## src/design/cidbl_pkg.sv

```systemverilog
// shared constants, opcode enumeration and reset values of the decoder core
package cidbl_pkg;
    localparam int PC_W = 21;
    localparam int DA_W = 12;
    localparam int STK_DEPTH = 31;
    localparam int SP_W = 5;
    // data memory map points
    localparam logic [11:0] PORT_ADDR = 12'hF81;
    localparam logic [11:0] TIMER_ZERO_COUNT_ADDR = 12'hFD6;
    localparam logic [7:0] ACCESS_SPLIT = 8'h60;
    localparam logic [3:0] ACCESS_HI_BANK = 4'hF;
    // status register bit positions
    localparam int ST_C = 0;
    localparam int ST_DC = 1;
    localparam int ST_Z = 2;
    localparam int ST_OV = 3;
    localparam int ST_N = 4;
    // values after reset
    localparam logic [PC_W-1:0] PC_RST = 21'h000000;
    localparam logic [15:0] NOP_WORD = 16'h0000;
    localparam logic [7:0] W_RST = 8'h00;
    localparam logic [4:0] STATUS_RST = 5'h00;
    localparam logic [3:0] BSR_RST = 4'h0;
    localparam logic [11:0] FSR_RST = 12'h000;
    localparam logic TO_RST = 1'b1;
    localparam logic PD_RST = 1'b1;
    // table pointer modes held in the low two opcode bits
    localparam logic [1:0] TBL_PLAIN = 2'h0;
    localparam logic [1:0] TBL_POSTINC = 2'h1;
    localparam logic [1:0] TBL_POSTDEC = 2'h2;
    localparam logic [1:0] TBL_PREINC = 2'h3;

    typedef enum logic [4:0] {
        OP_NOP = 5'h00,
        OP_BIT_CLEAR = 5'h01,
        OP_BIT_SET = 5'h02,
        OP_BIT_TOGGLE = 5'h03,
        OP_SKIP_IF_BIT_CLEAR = 5'h04,
        OP_SKIP_IF_BIT_SET = 5'h05,
        OP_RELATIVE_JUMP = 5'h06,
        OP_BRANCH_COND = 5'h07,
        OP_CALL = 5'h08,
        OP_ABSOLUTE_JUMP = 5'h09,
        OP_WATCHDOG_KICK = 5'h0A,
        OP_SLEEP = 5'h0B,
        OP_SOFT_RESET = 5'h0C,
        OP_INTERRUPT_RETURN = 5'h0D,
        OP_RETURN = 5'h0E,
        OP_RETURN_WITH_LITERAL = 5'h0F,
        OP_ADD_IMMEDIATE = 5'h10,
        OP_AND_IMMEDIATE = 5'h11,
        OP_OR_IMMEDIATE = 5'h12,
        OP_XOR_IMMEDIATE = 5'h13,
        OP_SUBTRACT_FROM_IMMEDIATE = 5'h14,
        OP_MOVE_IMMEDIATE = 5'h15,
        OP_BANK_SELECT_LOAD = 5'h16,
        OP_POINTER_LOAD = 5'h17,
        OP_PROGRAM_TABLE_READ = 5'h18,
        OP_PROGRAM_TABLE_WRITE = 5'h19
    } cidbl_op_e;

    typedef enum logic [1:0] {
        ST_RUN = 2'b00,
        ST_TABLE = 2'b01,
        ST_ASLEEP = 2'b10
    } cidbl_state_e;
endpackage : cidbl_pkg

```

## src/design/cidbl_alu.sv

```systemverilog
// literal arithmetic and logic against the working register
`timescale 1ns/100ps
module cidbl_alu
    import cidbl_pkg::*;
(
    // operands
    input cidbl_op_e i_op,
    input wire logic [7:0] i_w,
    input wire logic [7:0] i_k,
    input wire logic [4:0] i_status,
    // result
    output logic [7:0] o_res,
    output logic [4:0] o_status
);
    logic [8:0] sum;
    logic [4:0] nib;
    logic [7:0] b_op;
    logic is_arith;

    // subtraction is k + ~w + 1, so carry means no borrow
    always_comb begin
        is_arith = (i_op == OP_ADD_IMMEDIATE) ||
                   (i_op == OP_SUBTRACT_FROM_IMMEDIATE);
        b_op = (i_op == OP_SUBTRACT_FROM_IMMEDIATE) ? ~i_w : i_w;
        sum = {1'b0, i_k} + {1'b0, b_op} +
              {8'h00, (i_op == OP_SUBTRACT_FROM_IMMEDIATE)};
        nib = {1'b0, i_k[3:0]} + {1'b0, b_op[3:0]} +
              {4'h0, (i_op == OP_SUBTRACT_FROM_IMMEDIATE)};
        case (i_op)
            OP_AND_IMMEDIATE: o_res = i_w & i_k;
            OP_OR_IMMEDIATE: o_res = i_w | i_k;
            OP_XOR_IMMEDIATE: o_res = i_w ^ i_k;
            default: o_res = sum[7:0];
        endcase
        o_status = i_status;
        o_status[ST_Z] = (o_res == 8'h00);
        o_status[ST_N] = o_res[7];
        if (is_arith) begin
            o_status[ST_C] = sum[8];
            o_status[ST_DC] = nib[4];
            o_status[ST_OV] = (i_k[7] == b_op[7]) && (o_res[7] != i_k[7]);
        end
    end
endmodule : cidbl_alu

```

## src/design/cidbl_core.sv

```systemverilog
// execution core for bit, control, literal and table instruction groups
`timescale 1ns/100ps
module cidbl_core
    import cidbl_pkg::*;
#(
    parameter int STACK_DEPTH = STK_DEPTH
) (
    // clock and reset
    input wire logic i_sys_clk,
    input wire logic i_rst_n,
    // program memory fetch
    output logic [PC_W-1:0] o_pm_addr,
    input wire logic [15:0] i_pm_instr,
    // data memory
    output logic [DA_W-1:0] o_dm_raddr,
    input wire logic [7:0] i_dm_rdata,
    output logic o_dm_we,
    output logic [DA_W-1:0] o_dm_waddr,
    output logic [7:0] o_dm_wdata,
    // port pins and timer zero
    input wire logic [7:0] i_port_pins,
    input wire logic i_t0_psa_assigned,
    output logic o_t0_prescale_clr,
    // program table access
    output logic [PC_W:0] o_tbl_addr,
    output logic o_tbl_rd,
    output logic o_tbl_we,
    output logic [7:0] o_tbl_wdata,
    input wire logic [7:0] i_tbl_rdata,
    // power management
    input wire logic i_wake,
    output logic o_wdt_clr,
    output logic o_sleeping,
    output logic o_sw_reset,
    // architectural state
    output logic [7:0] o_working_register,
    output logic [4:0] o_status,
    output logic [3:0] o_bsr,
    output logic [35:0] o_fsr,
    output logic [7:0] o_tablat,
    output logic o_timeout_status,
    output logic o_powerdown_status,
    output logic o_global_high_int_enable,
    output logic o_peripheral_low_int_enable
);
    cidbl_state_e state_reg;
    cidbl_op_e op;
    cidbl_op_e next_op;
    logic rst_int_n;
    logic [15:0] ir_reg;
    logic [PC_W-1:0] pc_reg;
    logic [PC_W:0] tblptr_reg;
    logic [7:0] pins_meta_reg, pins_sync_reg;
    logic wake_meta_reg, wake_sync_reg;
    logic run;
    logic [7:0] file_val;
    logic bit_val;
    logic cond_true;
    logic jump;
    logic flush;
    logic [PC_W-1:0] jump_tgt;
    logic [15:0] fetch_word;
    logic [3:0] bsr_next;
    logic [7:0] alu_res;
    logic [4:0] alu_status;
    logic [7:0] bit_mask;
    logic [PC_W-1:0] stk_mem [STACK_DEPTH];
    logic [SP_W-1:0] sp_reg;
    logic [PC_W-1:0] stk_top;
    logic [7:0] shadow_w_reg;
    logic [4:0] shadow_st_reg;
    logic [3:0] shadow_bsr_reg;
    logic fast_restore;

    // a reset instruction pulses this flop, which then acts like the pin
    assign rst_int_n = i_rst_n & ~o_sw_reset;
    assign run = (state_reg == ST_RUN);
    assign o_pm_addr = pc_reg;

    cidbl_decode u_decode (
        .i_instr(ir_reg),
        .o_op(op)
    );

    cidbl_decode u_decode_fetch (
        .i_instr(i_pm_instr),
        .o_op(next_op)
    );

    cidbl_alu u_alu (
        .i_op(op),
        .i_w(o_working_register),
        .i_k(ir_reg[7:0]),
        .i_status(o_status),
        .o_res(alu_res),
        .o_status(alu_status)
    );

    // pins and wake come from outside the clock domain
    always_ff @(posedge i_sys_clk or negedge i_rst_n) begin
        if (!i_rst_n) begin
            pins_meta_reg <= 8'h00;
            pins_sync_reg <= 8'h00;
            wake_meta_reg <= 1'b0;
            wake_sync_reg <= 1'b0;
        end else begin
            pins_meta_reg <= i_port_pins;
            pins_sync_reg <= pins_meta_reg;
            wake_meta_reg <= i_wake;
            wake_sync_reg <= wake_meta_reg;
        end
    end

    // the pending write is forwarded so back-to-back bit ops see it, except at PORT_ADDR, which always reads the pins
    always_comb begin
        if (o_dm_raddr == PORT_ADDR) begin
            file_val = pins_sync_reg;
        end else if (o_dm_we && (o_dm_waddr == o_dm_raddr)) begin
            file_val = o_dm_wdata;
        end else begin
            file_val = i_dm_rdata;
        end
        bit_mask = 8'h01 << ir_reg[11:9];
        bit_val = |(file_val & bit_mask);
        case (ir_reg[10:8])
            3'h0: cond_true = o_status[ST_Z];
            3'h1: cond_true = !o_status[ST_Z];
            3'h2: cond_true = o_status[ST_C];
            3'h3: cond_true = !o_status[ST_C];
            3'h4: cond_true = o_status[ST_OV];
            3'h5: cond_true = !o_status[ST_OV];
            3'h6: cond_true = o_status[ST_N];
            default: cond_true = !o_status[ST_N];
        endcase
        stk_top = (sp_reg == '0) ? PC_RST : stk_mem[sp_reg - 5'h01];
        jump = 1'b0;
        flush = 1'b0;
        jump_tgt = pc_reg;
        case (op)
            OP_SKIP_IF_BIT_CLEAR: flush = !bit_val;
            OP_SKIP_IF_BIT_SET: flush = bit_val;
            OP_RELATIVE_JUMP: begin
                jump = 1'b1;
                jump_tgt = pc_reg + {{10{ir_reg[10]}}, ir_reg[10:0]};
            end
            OP_BRANCH_COND: begin
                jump = cond_true;
                jump_tgt = pc_reg + {{13{ir_reg[7]}}, ir_reg[7:0]};
            end
            OP_CALL, OP_ABSOLUTE_JUMP: begin
                jump = 1'b1;
                jump_tgt = {1'b0, i_pm_instr[11:0], ir_reg[7:0]};
            end
            OP_INTERRUPT_RETURN, OP_RETURN, OP_RETURN_WITH_LITERAL: begin
                jump = 1'b1;
                jump_tgt = stk_top;
            end
            OP_POINTER_LOAD: flush = 1'b1; // second word consumed
            default: flush = 1'b0;
        endcase
        if (!run) begin
            jump = 1'b0;
            flush = 1'b0;
        end
        // the dropped word becomes the extra no-op cycle
        fetch_word = (jump || flush) ? NOP_WORD : i_pm_instr;
        bsr_next = (run && op == OP_BANK_SELECT_LOAD) ? ir_reg[3:0] : o_bsr;
        fast_restore = ir_reg[0] &&
            (op == OP_RETURN || op == OP_INTERRUPT_RETURN);
    end

    // fetch runs one word ahead of execute
    always_ff @(posedge i_sys_clk or negedge rst_int_n) begin
        if (!rst_int_n) begin
            pc_reg <= PC_RST;
            ir_reg <= NOP_WORD;
            o_dm_raddr <= '0;
        end else if (run) begin
            pc_reg <= jump ? jump_tgt : pc_reg + 21'h000001;
            ir_reg <= fetch_word;
            if (next_op inside {OP_BIT_CLEAR, OP_BIT_SET, OP_BIT_TOGGLE,
                                OP_SKIP_IF_BIT_CLEAR, OP_SKIP_IF_BIT_SET}) begin
                if (fetch_word[8]) begin
                    o_dm_raddr <= {bsr_next, fetch_word[7:0]};
                end else if (fetch_word[7:0] < ACCESS_SPLIT) begin
                    o_dm_raddr <= {4'h0, fetch_word[7:0]};
                end else begin
                    o_dm_raddr <= {ACCESS_HI_BANK, fetch_word[7:0]};
                end
            end
        end
    end

    always_ff @(posedge i_sys_clk or negedge rst_int_n) begin
        if (!rst_int_n) begin
            state_reg <= ST_RUN;
            o_sleeping <= 1'b0;
        end else begin
            case (state_reg)
                ST_RUN: begin
                    if (op == OP_SLEEP) begin
                        state_reg <= ST_ASLEEP;
                        o_sleeping <= 1'b1;
                    end else if (op == OP_PROGRAM_TABLE_READ ||
                                 op == OP_PROGRAM_TABLE_WRITE) begin
                        state_reg <= ST_TABLE;
                    end
                end
                ST_TABLE: state_reg <= ST_RUN;
                ST_ASLEEP: begin
                    if (wake_sync_reg) begin
                        state_reg <= ST_RUN;
                        o_sleeping <= 1'b0;
                    end
                end
                default: state_reg <= ST_RUN;
            endcase
        end
    end

    always_ff @(posedge i_sys_clk or negedge rst_int_n) begin
        if (!rst_int_n) begin
            o_working_register <= W_RST;
            o_status <= STATUS_RST;
            o_bsr <= BSR_RST;
        end else if (run) begin
            o_bsr <= bsr_next;
            case (op)
                OP_ADD_IMMEDIATE, OP_SUBTRACT_FROM_IMMEDIATE, OP_AND_IMMEDIATE,
                OP_OR_IMMEDIATE, OP_XOR_IMMEDIATE: begin
                    o_working_register <= alu_res;
                    o_status <= alu_status;
                end
                OP_MOVE_IMMEDIATE: o_working_register <= ir_reg[7:0];
                OP_RETURN_WITH_LITERAL: o_working_register <= ir_reg[7:0];
                default: begin
                    if (fast_restore) begin
                        o_working_register <= shadow_w_reg;
                        o_status <= shadow_st_reg;
                        o_bsr <= shadow_bsr_reg;
                    end
                end
            endcase
        end
    end

    // fast context shadow, saved by a call whose select bit is set
    always_ff @(posedge i_sys_clk or negedge rst_int_n) begin
        if (!rst_int_n) begin
            shadow_w_reg <= W_RST;
            shadow_st_reg <= STATUS_RST;
            shadow_bsr_reg <= BSR_RST;
        end else if (run && op == OP_CALL && ir_reg[8]) begin
            shadow_w_reg <= o_working_register;
            shadow_st_reg <= o_status;
            shadow_bsr_reg <= o_bsr;
        end
    end

    // the stack saturates at both ends rather than wrapping
    always_ff @(posedge i_sys_clk or negedge rst_int_n) begin
        if (!rst_int_n) begin
            sp_reg <= '0;
        end else if (run && op == OP_CALL) begin
            if (sp_reg < SP_W'(STACK_DEPTH)) begin
                sp_reg <= sp_reg + 5'h01;
            end
        end else if (run && jump && op != OP_BRANCH_COND &&
                     op != OP_RELATIVE_JUMP && op != OP_ABSOLUTE_JUMP) begin
            if (sp_reg != '0) begin
                sp_reg <= sp_reg - 5'h01;
            end
        end
    end

    always_ff @(posedge i_sys_clk) begin
        if (run && op == OP_CALL && sp_reg < SP_W'(STACK_DEPTH)) begin
            stk_mem[sp_reg] <= pc_reg + 21'h000001;
        end
    end

    genvar gi;
    generate
        for (gi = 0; gi < 3; gi++) begin : g_fsr
            always_ff @(posedge i_sys_clk or negedge rst_int_n) begin
                if (!rst_int_n) begin
                    o_fsr[gi*12 +: 12] <= FSR_RST;
                end else if (run && op == OP_POINTER_LOAD &&
                             ir_reg[5:4] == 2'(gi)) begin
                    o_fsr[gi*12 +: 12] <= {ir_reg[3:0], i_pm_instr[7:0]};
                end
            end
        end
    endgenerate

    always_ff @(posedge i_sys_clk or negedge rst_int_n) begin
        if (!rst_int_n) begin
            o_dm_we <= 1'b0;
            o_dm_waddr <= '0;
            o_dm_wdata <= 8'h00;
            o_t0_prescale_clr <= 1'b0;
        end else begin
            o_dm_we <= 1'b0;
            o_t0_prescale_clr <= 1'b0;
            if (run && op inside {OP_BIT_CLEAR, OP_BIT_SET, OP_BIT_TOGGLE}) begin
                o_dm_we <= 1'b1;
                o_dm_waddr <= o_dm_raddr;
                case (op)
                    OP_BIT_CLEAR: o_dm_wdata <= file_val & ~bit_mask;
                    OP_BIT_SET: o_dm_wdata <= file_val | bit_mask;
                    default: o_dm_wdata <= file_val ^ bit_mask;
                endcase
                o_t0_prescale_clr <= (o_dm_raddr == TIMER_ZERO_COUNT_ADDR) &&
                                     i_t0_psa_assigned;
            end
        end
    end

    always_ff @(posedge i_sys_clk or negedge rst_int_n) begin
        if (!rst_int_n) begin
            tblptr_reg <= '0;
            o_tbl_addr <= '0;
            o_tbl_rd <= 1'b0;
            o_tbl_we <= 1'b0;
            o_tbl_wdata <= 8'h00;
            o_tablat <= 8'h00;
        end else begin
            o_tbl_rd <= 1'b0;
            o_tbl_we <= 1'b0;
            if (o_tbl_rd) begin
                o_tablat <= i_tbl_rdata;
            end
            if (run && (op == OP_PROGRAM_TABLE_READ ||
                        op == OP_PROGRAM_TABLE_WRITE)) begin
                o_tbl_rd <= (op == OP_PROGRAM_TABLE_READ);
                o_tbl_we <= (op == OP_PROGRAM_TABLE_WRITE);
                o_tbl_wdata <= o_tablat;
                case (ir_reg[1:0])
                    TBL_POSTINC: begin
                        o_tbl_addr <= tblptr_reg;
                        tblptr_reg <= tblptr_reg + 22'h000001;
                    end
                    TBL_POSTDEC: begin
                        o_tbl_addr <= tblptr_reg;
                        tblptr_reg <= tblptr_reg - 22'h000001;
                    end
                    TBL_PREINC: begin
                        o_tbl_addr <= tblptr_reg + 22'h000001;
                        tblptr_reg <= tblptr_reg + 22'h000001;
                    end
                    default: o_tbl_addr <= tblptr_reg;
                endcase
            end
        end
    end

    always_ff @(posedge i_sys_clk or negedge rst_int_n) begin
        if (!rst_int_n) begin
            o_wdt_clr <= 1'b0;
            o_timeout_status <= TO_RST;
            o_powerdown_status <= PD_RST;
            o_global_high_int_enable <= 1'b0;
            o_peripheral_low_int_enable <= 1'b0;
        end else begin
            o_wdt_clr <= run && (op == OP_WATCHDOG_KICK || op == OP_SLEEP);
            if (run && op == OP_WATCHDOG_KICK) begin
                o_timeout_status <= 1'b1;
                o_powerdown_status <= 1'b1;
            end
            if (run && op == OP_SLEEP) begin
                o_timeout_status <= 1'b1;
                o_powerdown_status <= 1'b0;
            end
            if (run && op == OP_INTERRUPT_RETURN) begin
                o_global_high_int_enable <= 1'b1;
                o_peripheral_low_int_enable <= 1'b1;
            end
        end
    end

    // only the pin clears this flop, so the pulse lasts exactly one cycle
    always_ff @(posedge i_sys_clk or negedge i_rst_n) begin
        if (!i_rst_n) begin
            o_sw_reset <= 1'b0;
        end else begin
            o_sw_reset <= run && (op == OP_SOFT_RESET) &&
                          !o_sw_reset;
        end
    end
endmodule : cidbl_core

```

## src/design/cidbl_decode.sv

```systemverilog
// opcode decoder: one 16-bit word to an operation code
`timescale 1ns/100ps
module cidbl_decode
    import cidbl_pkg::*;
(
    // instruction word
    input wire logic [15:0] i_instr,
    // decoded operation
    output cidbl_op_e o_op
);
    always_comb begin
        o_op = OP_NOP;
        case (i_instr[15:12])
            4'h9: o_op = OP_BIT_CLEAR;
            4'h8: o_op = OP_BIT_SET;
            4'h7: o_op = OP_BIT_TOGGLE;
            4'hB: o_op = OP_SKIP_IF_BIT_CLEAR;
            4'hA: o_op = OP_SKIP_IF_BIT_SET;
            4'hD: begin
                if (!i_instr[11]) begin
                    o_op = OP_RELATIVE_JUMP;
                end
            end
            4'hE: begin
                if (!i_instr[11]) begin
                    o_op = OP_BRANCH_COND;
                end else if (i_instr[10:9] == 2'h2) begin
                    o_op = OP_CALL;
                end else if (i_instr[10:8] == 3'h7) begin
                    o_op = OP_ABSOLUTE_JUMP;
                end else if (i_instr[10:6] == 5'h18) begin
                    o_op = OP_POINTER_LOAD;
                end
            end
            4'hF: o_op = OP_NOP; // lone second word runs as a no-op
            4'h0: begin
                case (i_instr[11:8])
                    4'hF: o_op = OP_ADD_IMMEDIATE;
                    4'hB: o_op = OP_AND_IMMEDIATE;
                    4'h9: o_op = OP_OR_IMMEDIATE;
                    4'hA: o_op = OP_XOR_IMMEDIATE;
                    4'h8: o_op = OP_SUBTRACT_FROM_IMMEDIATE;
                    4'hE: o_op = OP_MOVE_IMMEDIATE;
                    4'hC: o_op = OP_RETURN_WITH_LITERAL;
                    4'h1: begin
                        if (i_instr[7:4] == 4'h0) begin
                            o_op = OP_BANK_SELECT_LOAD;
                        end
                    end
                    4'h0: begin
                        if (i_instr[7:0] == 8'hFF) begin
                            o_op = OP_SOFT_RESET;
                        end else if (i_instr[7:1] == 7'h08) begin
                            o_op = OP_INTERRUPT_RETURN;
                        end else if (i_instr[7:1] == 7'h09) begin
                            o_op = OP_RETURN;
                        end else if (i_instr[7:0] == 8'h04) begin
                            o_op = OP_WATCHDOG_KICK;
                        end else if (i_instr[7:0] == 8'h03) begin
                            o_op = OP_SLEEP;
                        end else if (i_instr[7:2] == 6'h02) begin
                            o_op = OP_PROGRAM_TABLE_READ;
                        end else if (i_instr[7:2] == 6'h03) begin
                            o_op = OP_PROGRAM_TABLE_WRITE;
                        end
                    end
                    default: o_op = OP_NOP;
                endcase
            end
            default: o_op = OP_NOP;
        endcase
    end
endmodule : cidbl_decode

```

## config.mk

```make
export PLATFORM = sky130hd
export DESIGN_NAME = cidbl_core
export DESIGN_NICKNAME = d
export VERILOG_FILES = /design/src/design/cidbl_pkg.sv /design/src/design/cidbl_alu.sv /design/src/design/cidbl_core.sv /design/src/design/cidbl_decode.sv
export SDC_FILE = /design/constraint.sdc
export NUM_CORES = 1
export LEC_CHECK = 0
export BUFFER_PORTS_ARGS = -buffer_cell sky130_fd_sc_hd__buf_2
export CAP_MARGIN = 20
export CORE_ASPECT_RATIO = 2
export CORE_UTILIZATION = 60
export CTS_BUF_LIST = sky130_fd_sc_hd__clkbuf_8
export DETAILED_ROUTE_END_ITERATION = 8
export MAX_ROUTING_LAYER = met4
export PLACE_DENSITY = 0.88
export RECOVER_POWER = 50
export REMOVE_ABC_BUFFERS = 1
export SLEW_MARGIN = 20
export SYNTH_ARGS = -nofsm -noshare
export SYNTH_HDL_FRONTEND = slang
export SYNTH_SLANG_ARGS = --single-unit
```

## constraint.sdc

```tcl
create_clock -name i_sys_clk -period 19.97 [get_ports i_sys_clk]
set_clock_uncertainty 0.2 [all_clocks]
set_input_delay 1.997 -clock i_sys_clk [delete_from_list [all_inputs] [get_ports i_sys_clk]]
set_output_delay 1.997 -clock i_sys_clk [all_outputs]
set_load 0.02 [all_outputs]
```

== After elaboration in Yosys (flattened, before gate mapping) ==
Memories as Yosys holds them, arrays and structs flattened.
Index checks and enable logic that the tools add are counted.
Word-level totals
  flip-flop bits (word level): 234
  RAM bits: 651
  bits of input ports: 44
  output and inout bits: 155
  word-level logic and storage cells: 318
  memories kept: 1
Memories
  stk_mem: depth 31, bits a word 21, rd ports 1, clocked after Yosys merged registers in 0, write ports 1, line cidbl_core.sv:67  | logic [PC_W-1:0] stk_mem [STACK_DEPTH];
Cells by class
  add/sub/neg operators: 11
  order comparisons: 2
  equality and inequality tests: 106
  shift-type cells: 1
  muxes and demuxes: 77
  bitwise logic cells: 12
  reduce and logical (&&, ||, !) cells: 73
Operator list (number)
  5-bit 2-to-1 mux: 29
  4-bit == test, second input constant: 26
  5-bit case mux with 9 select lines: 2
  21-bit case mux with 4 select lines: 1
  5-bit case mux with 8 select lines: 2
  5-bit == test, second input constant: 12
  22-bit case mux with 2 select lines: 1
  21-bit adder: 2
  21-bit 2-to-1 mux: 2
  5-bit by 4-bit == test with 1-bit output, second input constant: 8
  8-bit 2-to-1 mux: 4
  8-bit case mux with 2 select lines: 2
  5-bit by 3-bit == test with 1-bit output, second input constant: 6
  7-bit by 4-bit == test with 1-bit output, second input constant: 4
  8-bit bitwise AND: 3
  12-bit == test, second input constant: 2
  6-bit by 2-bit == test with 1-bit output, second input constant: 4
  1-bit logical AND: 24
  4-bit logical NOT: 6
  12-bit 2-to-1 mux: 2
  8-bit case mux with 3 select lines: 1
  22-bit by 1-bit adder with 22-bit output, second input constant: 1
  22-bit 2-to-1 mux: 1
  22-bit by 1-bit subtractor with 22-bit output, second input constant: 1
  64 further kinds: 136

== Logic depth before layout (Yosys ltp) ==
  word-level depth: 20
  depth in mapped cells: 22
  depth with buffers taken out: 20

== Hierarchy ==
From an unflattened synthesis, not the netlist that was laid out.
Unflattened totals
  cells, all modules: 2854
  area total of the unflattened synthesis: 40048.4 um^2
Modules (own cells, without submodules)
  cidbl_core: times used 1, cells each 2537, area each 37961.4 um^2, sequential area each 25380.6 um^2
  cidbl_alu: times used 1, cells each 154, area each 1111.1 um^2, sequential area each 0.0 um^2
  cidbl_decode at u_decode: times used 1, cells each 77, area each 495.5 um^2, sequential area each 0.0 um^2
  cidbl_decode at u_decode_fetch: times used 1, cells each 86, area each 480.5 um^2, sequential area each 0.0 um^2

== Worst setup path before layout ==
OpenSTA, ideal clock, no wires.
  kind: input to register
  start: input port i_pm_instr[5]
  end: register o_dm_raddr[4]
  library setup time: 125 ps
  arrival: 4496 ps
  data required time: 19645 ps
  setup slack: 15150 ps
  cell stages on the path: 11
  buffers on the path: 2
  cell sequence: clkbuf_1 or3_1 nor2_1 a311o_1 o31ai_1 a22oi_1 o311a_1 and2_1 o21ai_1 clkbuf_1 mux2_2
On the way
  longest elaborated chain between the ends: 13
  elaborated cells between the ends (all ways): 25
  those cells by class: eq/ne: 12; mux: 10; reduce/logical: 3
RTL lines
  start: declaration: line cidbl_core.sv:13  | input wire logic [15:0] i_pm_instr,
  6-bit by 2-bit == test with 1-bit output: line cidbl_decode.sv:63  | end else if (i_instr[7:2] == 6'h03) begin
  5-bit 2-to-1 mux: line cidbl_decode.sv:63
  5-bit 2-to-1 mux: line cidbl_decode.sv:61  | end else if (i_instr[7:2] == 6'h02) begin
  5-bit 2-to-1 mux: line cidbl_decode.sv:59  | end else if (i_instr[7:0] == 8'h03) begin
  5-bit 2-to-1 mux: line cidbl_decode.sv:57  | end else if (i_instr[7:0] == 8'h04) begin
  5-bit 2-to-1 mux: line cidbl_decode.sv:55  | end else if (i_instr[7:1] == 7'h09) begin
  5-bit 2-to-1 mux: line cidbl_decode.sv:53  | end else if (i_instr[7:1] == 7'h08) begin
  5-bit 2-to-1 mux: line cidbl_decode.sv:51  | if (i_instr[7:0] == 8'hFF) begin
  5-bit case mux with 9 select lines (*): line cidbl_decode.sv:37  | case (i_instr[11:8])
  5-bit case mux with 8 select lines (*): line cidbl_decode.sv:13  | case (i_instr[15:12])
  5-bit by 1-bit == test with 1-bit output (tied with other cells): line cidbl_core.sv:181  | if (next_op inside {OP_BIT_CLEAR, OP_BIT_SET, OP_BIT_TOGGLE,
  5-bit nonzero test (*): line cidbl_core.sv:181
  2-bit AND reduction (no line) (*)
  end signal: assignment: line cidbl_core.sv:184  | o_dm_raddr <= {bsr_next, fetch_word[7:0]};
  end signal: assignment: line cidbl_core.sv:186  | o_dm_raddr <= {4'h0, fetch_word[7:0]};
  end signal: assignment: line cidbl_core.sv:188  | o_dm_raddr <= {ACCESS_HI_BANK, fetch_word[7:0]};
  end: declaration: line cidbl_core.sv:15  | output logic [DA_W-1:0] o_dm_raddr,
Every way passes the cells marked *; elsewhere a longest branch is shown, timed or not.
A chain may end at the register's enable or synchronous reset.

== Worst setup path after layout ==
  start: register ir_reg[12]
  end: register tblptr_reg[6]
On the way
  longest elaborated chain between the ends: 6
  elaborated cells between the ends (all ways): 14
  those cells by class: eq/ne: 9; mux: 1; reduce/logical: 4
RTL lines
  start: declaration: line cidbl_core.sv:50  | logic [15:0] ir_reg;
  start signal: assignment: line cidbl_core.sv:180  | ir_reg <= fetch_word;
  4-bit == test (tied with other cells): line cidbl_decode.sv:13
  5-bit case mux with 8 select lines (*): line cidbl_decode.sv:13
  5-bit == test, on equally long branches: line cidbl_core.sv:333, cidbl_core.sv:334
  1-bit logical OR (*): line cidbl_core.sv:333  | if (run && (op == OP_PROGRAM_TABLE_READ ||
  1-bit logical AND (*): line cidbl_core.sv:333
  2-bit AND reduction (no line) (*)
  end signal: assignment: line cidbl_core.sv:341  | tblptr_reg <= tblptr_reg + 22'h000001;
  end signal: assignment: line cidbl_core.sv:345  | tblptr_reg <= tblptr_reg - 22'h000001;
  end signal: assignment: line cidbl_core.sv:349  | tblptr_reg <= tblptr_reg + 22'h000001;
  end: declaration: line cidbl_core.sv:52  | logic [PC_W:0] tblptr_reg;
Marked as above.

==> impl_metrics.tcl <==
set metrics [dict create \
    outcome "finished, violations left" \
    violations "max-capacitance violations, max-slew violations" \
    io_buffers 197 \
    tns_ns 0 \
    min_period_over_period_pct 34.60 \
    die_h_um 365.7 \
    rows 133 \
    critPathKind "flip-flop to flip-flop" \
    drtIter0Drc 2749 \
    cap_violations 9 \
    yosys_warnings 0 \
    die_area_sq_um 67250 \
    clkTransAtPathRegs_ns 0.07 \
    hpwl_um 76950 \
    routedWlPerCell_um 28.90 \
    synthMuxAreaShare_pct 12.98 \
    syn_area_sq_um 39690 \
    max_freq_mhz 144.7 \
    clock-sinks 884 \
    ys_seq_elements 884 \
    p_leak_nw 15.91 \
    synthToLayoutAreaGrowth_pct 10.56 \
    largest_reg_flops 651 \
    synth_cell_types 102 \
    synth_top_family_by_area "multiplexers" \
    final_common_cell "edfxtp_1" \
    drc 0 \
    routed_wl_um 113600 \
    p_total_mw 6.713 \
    post-cts-setup-buffer-count 0 \
    cts_hold_buf 0 \
    synth_compound_area_share_pct 7.559 \
    die_w_um 183.9 \
    post-place-ws_ns 13.76 \
    synth_xor_area_share_pct 2.471 \
    drive_gt1_share_pct 19.18 \
    top_regs "stk_mem: 651 flops, o_fsr: 36 flops" \
    nFillCells 4539 \
    required_ns 20.43 \
    vias 25825 \
    start_kind "flip-flop" \
    cts_max_path_buffers 3 \
    synthCells 2725 \
    start_util_pct 60.54 \
    cts_resized 0 \
    grt_pass1_wl_um 169700 \
    clk_latency_ns 0.79 \
    grt_max_degree 82 \
    dr.pass1.iters 5 \
    rsz0062_at_grt "no" \
    hold_class "flip-flop to flip-flop" \
    io_pins 199 \
    core_sq_um 65570 \
    synth_fa_ha_area_share_pct 2.560 \
    fin_nets 3081 \
    synth.avg_cell_area_sq_um 14.57 \
    ys_seq_area_share_pct 63.94 \
    placed_cell_area_sq_um 42000 \
    fin_crit_ns 6.909 \
    drv_slew 312 \
    crit_path_end_kind "flip-flop" \
    cts_made_buffers 112 \
    mostFrequentLayoutCells "edfxtp_1, nand2_1, dfrtp_1" \
    cts_tree "done" \
    grtUsageTotal_pct 36.06 \
    htreeDepth 3 \
    top_register "stk_mem" \
    slew_headroom_pct -139.4 \
    routabilityCongestion 0.9801 \
    gr-total-overflow 0 \
    async_reset_ff_share_pct 26.36 \
    worst_slack_ns 13.06 \
    vias_per_cell 6.568 \
    clockRootBuffer "clkbuf_8" \
    tightest_slew_ns 3.591 \
    fin_area_sq_um 43880 \
    setup_viol 0 \
    cp_max_fo 56 \
    hold_viol_final 0 \
    ant_nets 0 \
    p_per_area_nw_per_um2 153.0 \
    synth_edf_count 651 \
    ys.flop_type "edfxtp_1" \
    max-vdd-ir-drop_uv 155.4 \
    yosys.area_share.simple_pct 8.145 \
    crit_arrival_ns 7.37 \
    antenna_found_initial 5 \
    grt_pass1_vias 26935 \
]
-- cells in the mapped netlist (14+ instances only) --
master    number  area [sq um]
o22ai_1       18         112.6
mux2i_1       41         410.4
o21a_1        14         105.1
mux2_2        59         664.4
inv_1         64         240.2
a211oi_1      24         180.2
mux4_2       181          4076
buf_1         19         71.32
dfrtp_1      232          5806
nor3_1        22         110.1
edfxtp_1     651         19550
a31oi_1       18         112.6
buf_2         30         150.1
nor2_1       161         604.3
a21o_1        17         127.6
nand2_1      312          1171
o21ai_0      121         605.6
xor2_1        46         402.9
ha_1          78         975.9
and2_1        16         100.1
nand4_1       23         143.9
clkbuf_1     105         394.1
and3_1        20         125.1
xnor2_1       66         578.1
a21oi_1       91         455.4
nand3_1       37         185.2
-- critical path, stage by stage (launching register included) --
cell	delay, ns
dfrtp_1	0.67
nor4_1	1.25
nand3_2	0.25
o21bai_1	0.29
and3_1	0.41
nand3_2	0.12
clkbuf_1	1.58
inv_1	0.83
o21ai_1	0.81
nor2_1	0.15
xor2_1	0.19
-- power by group --
part	switching [mW]	total (mW)	internal (mW)
Sequential	0.241	2.56	2.32
Clock	0.676	1.30	0.628
Combinational	1.75	2.85	1.10
-- logic make-up after synthesis --
kind of cell	count (synthesis)
and+or+nand+nor	693
muxes	281
buffers and inverters	228
AOI/OAI and AO/OA	446
adders and majority gates	80
DFF	884
other	1
xor gates and xnor gates	112
-- area by class of cell --
cell class              instances  area (sq um)  area share, %
inverters                      67         251.5         0.5731
clock buffers                 121          1665          3.795
clock inverters                86         530.5          1.209
diodes                          5         12.51        0.02851
repair buffers                279          1340          3.054
flip-flops and latches        884         25380          57.84
multi-input cells            1613         13600          31.00
well taps                     877          1097          2.500
-- final timing paths --
check	start	endpoint	slack [ns]	cells past startpoint
worst max-delay path	ir_reg[12]	tblptr_reg[6]	13.06	10
worst min-delay path	pins_meta_reg[6]	pins_sync_reg[6]	0.14	0
worst max register to register	ir_reg[12]	tblptr_reg[6]	13.06	10
worst min register to register	pins_meta_reg[6]	pins_sync_reg[6]	0.14	0
max in group asynchronous	i_rst_n	o_tbl_addr[16]	13.18	5
min in group asynchronous	i_rst_n	pins_meta_reg[0]	1.19	1
-- per-layer routing --
metal / GRT usage, % / up-vias / wire length, um
met4: 25.82 / 0 / 9266
met5: - / - / 0
met3: 8.241 / 522 / 10120
met2: 59.95 / 1659 / 58740
li1: - / 10851 / -
met1: 37.18 / 12793 / 35510
-- stage by stage --
stage / hold slack, ns / util [%] / instances
6_report: 0.1396 / 66.93 / 3932
4_1_cts: 0.1438 / 67.41 / 3926
3_3_place_gp: 0.1340 / 64.06 / 3719
5_1_grt: 0.1475 / 66.93 / 3932
3_5_place_dp: 0.1370 / 64.06 / 3719
2_1_floorplan: 0.1312 / - / 2564
(Power assumes the default switching activity.)
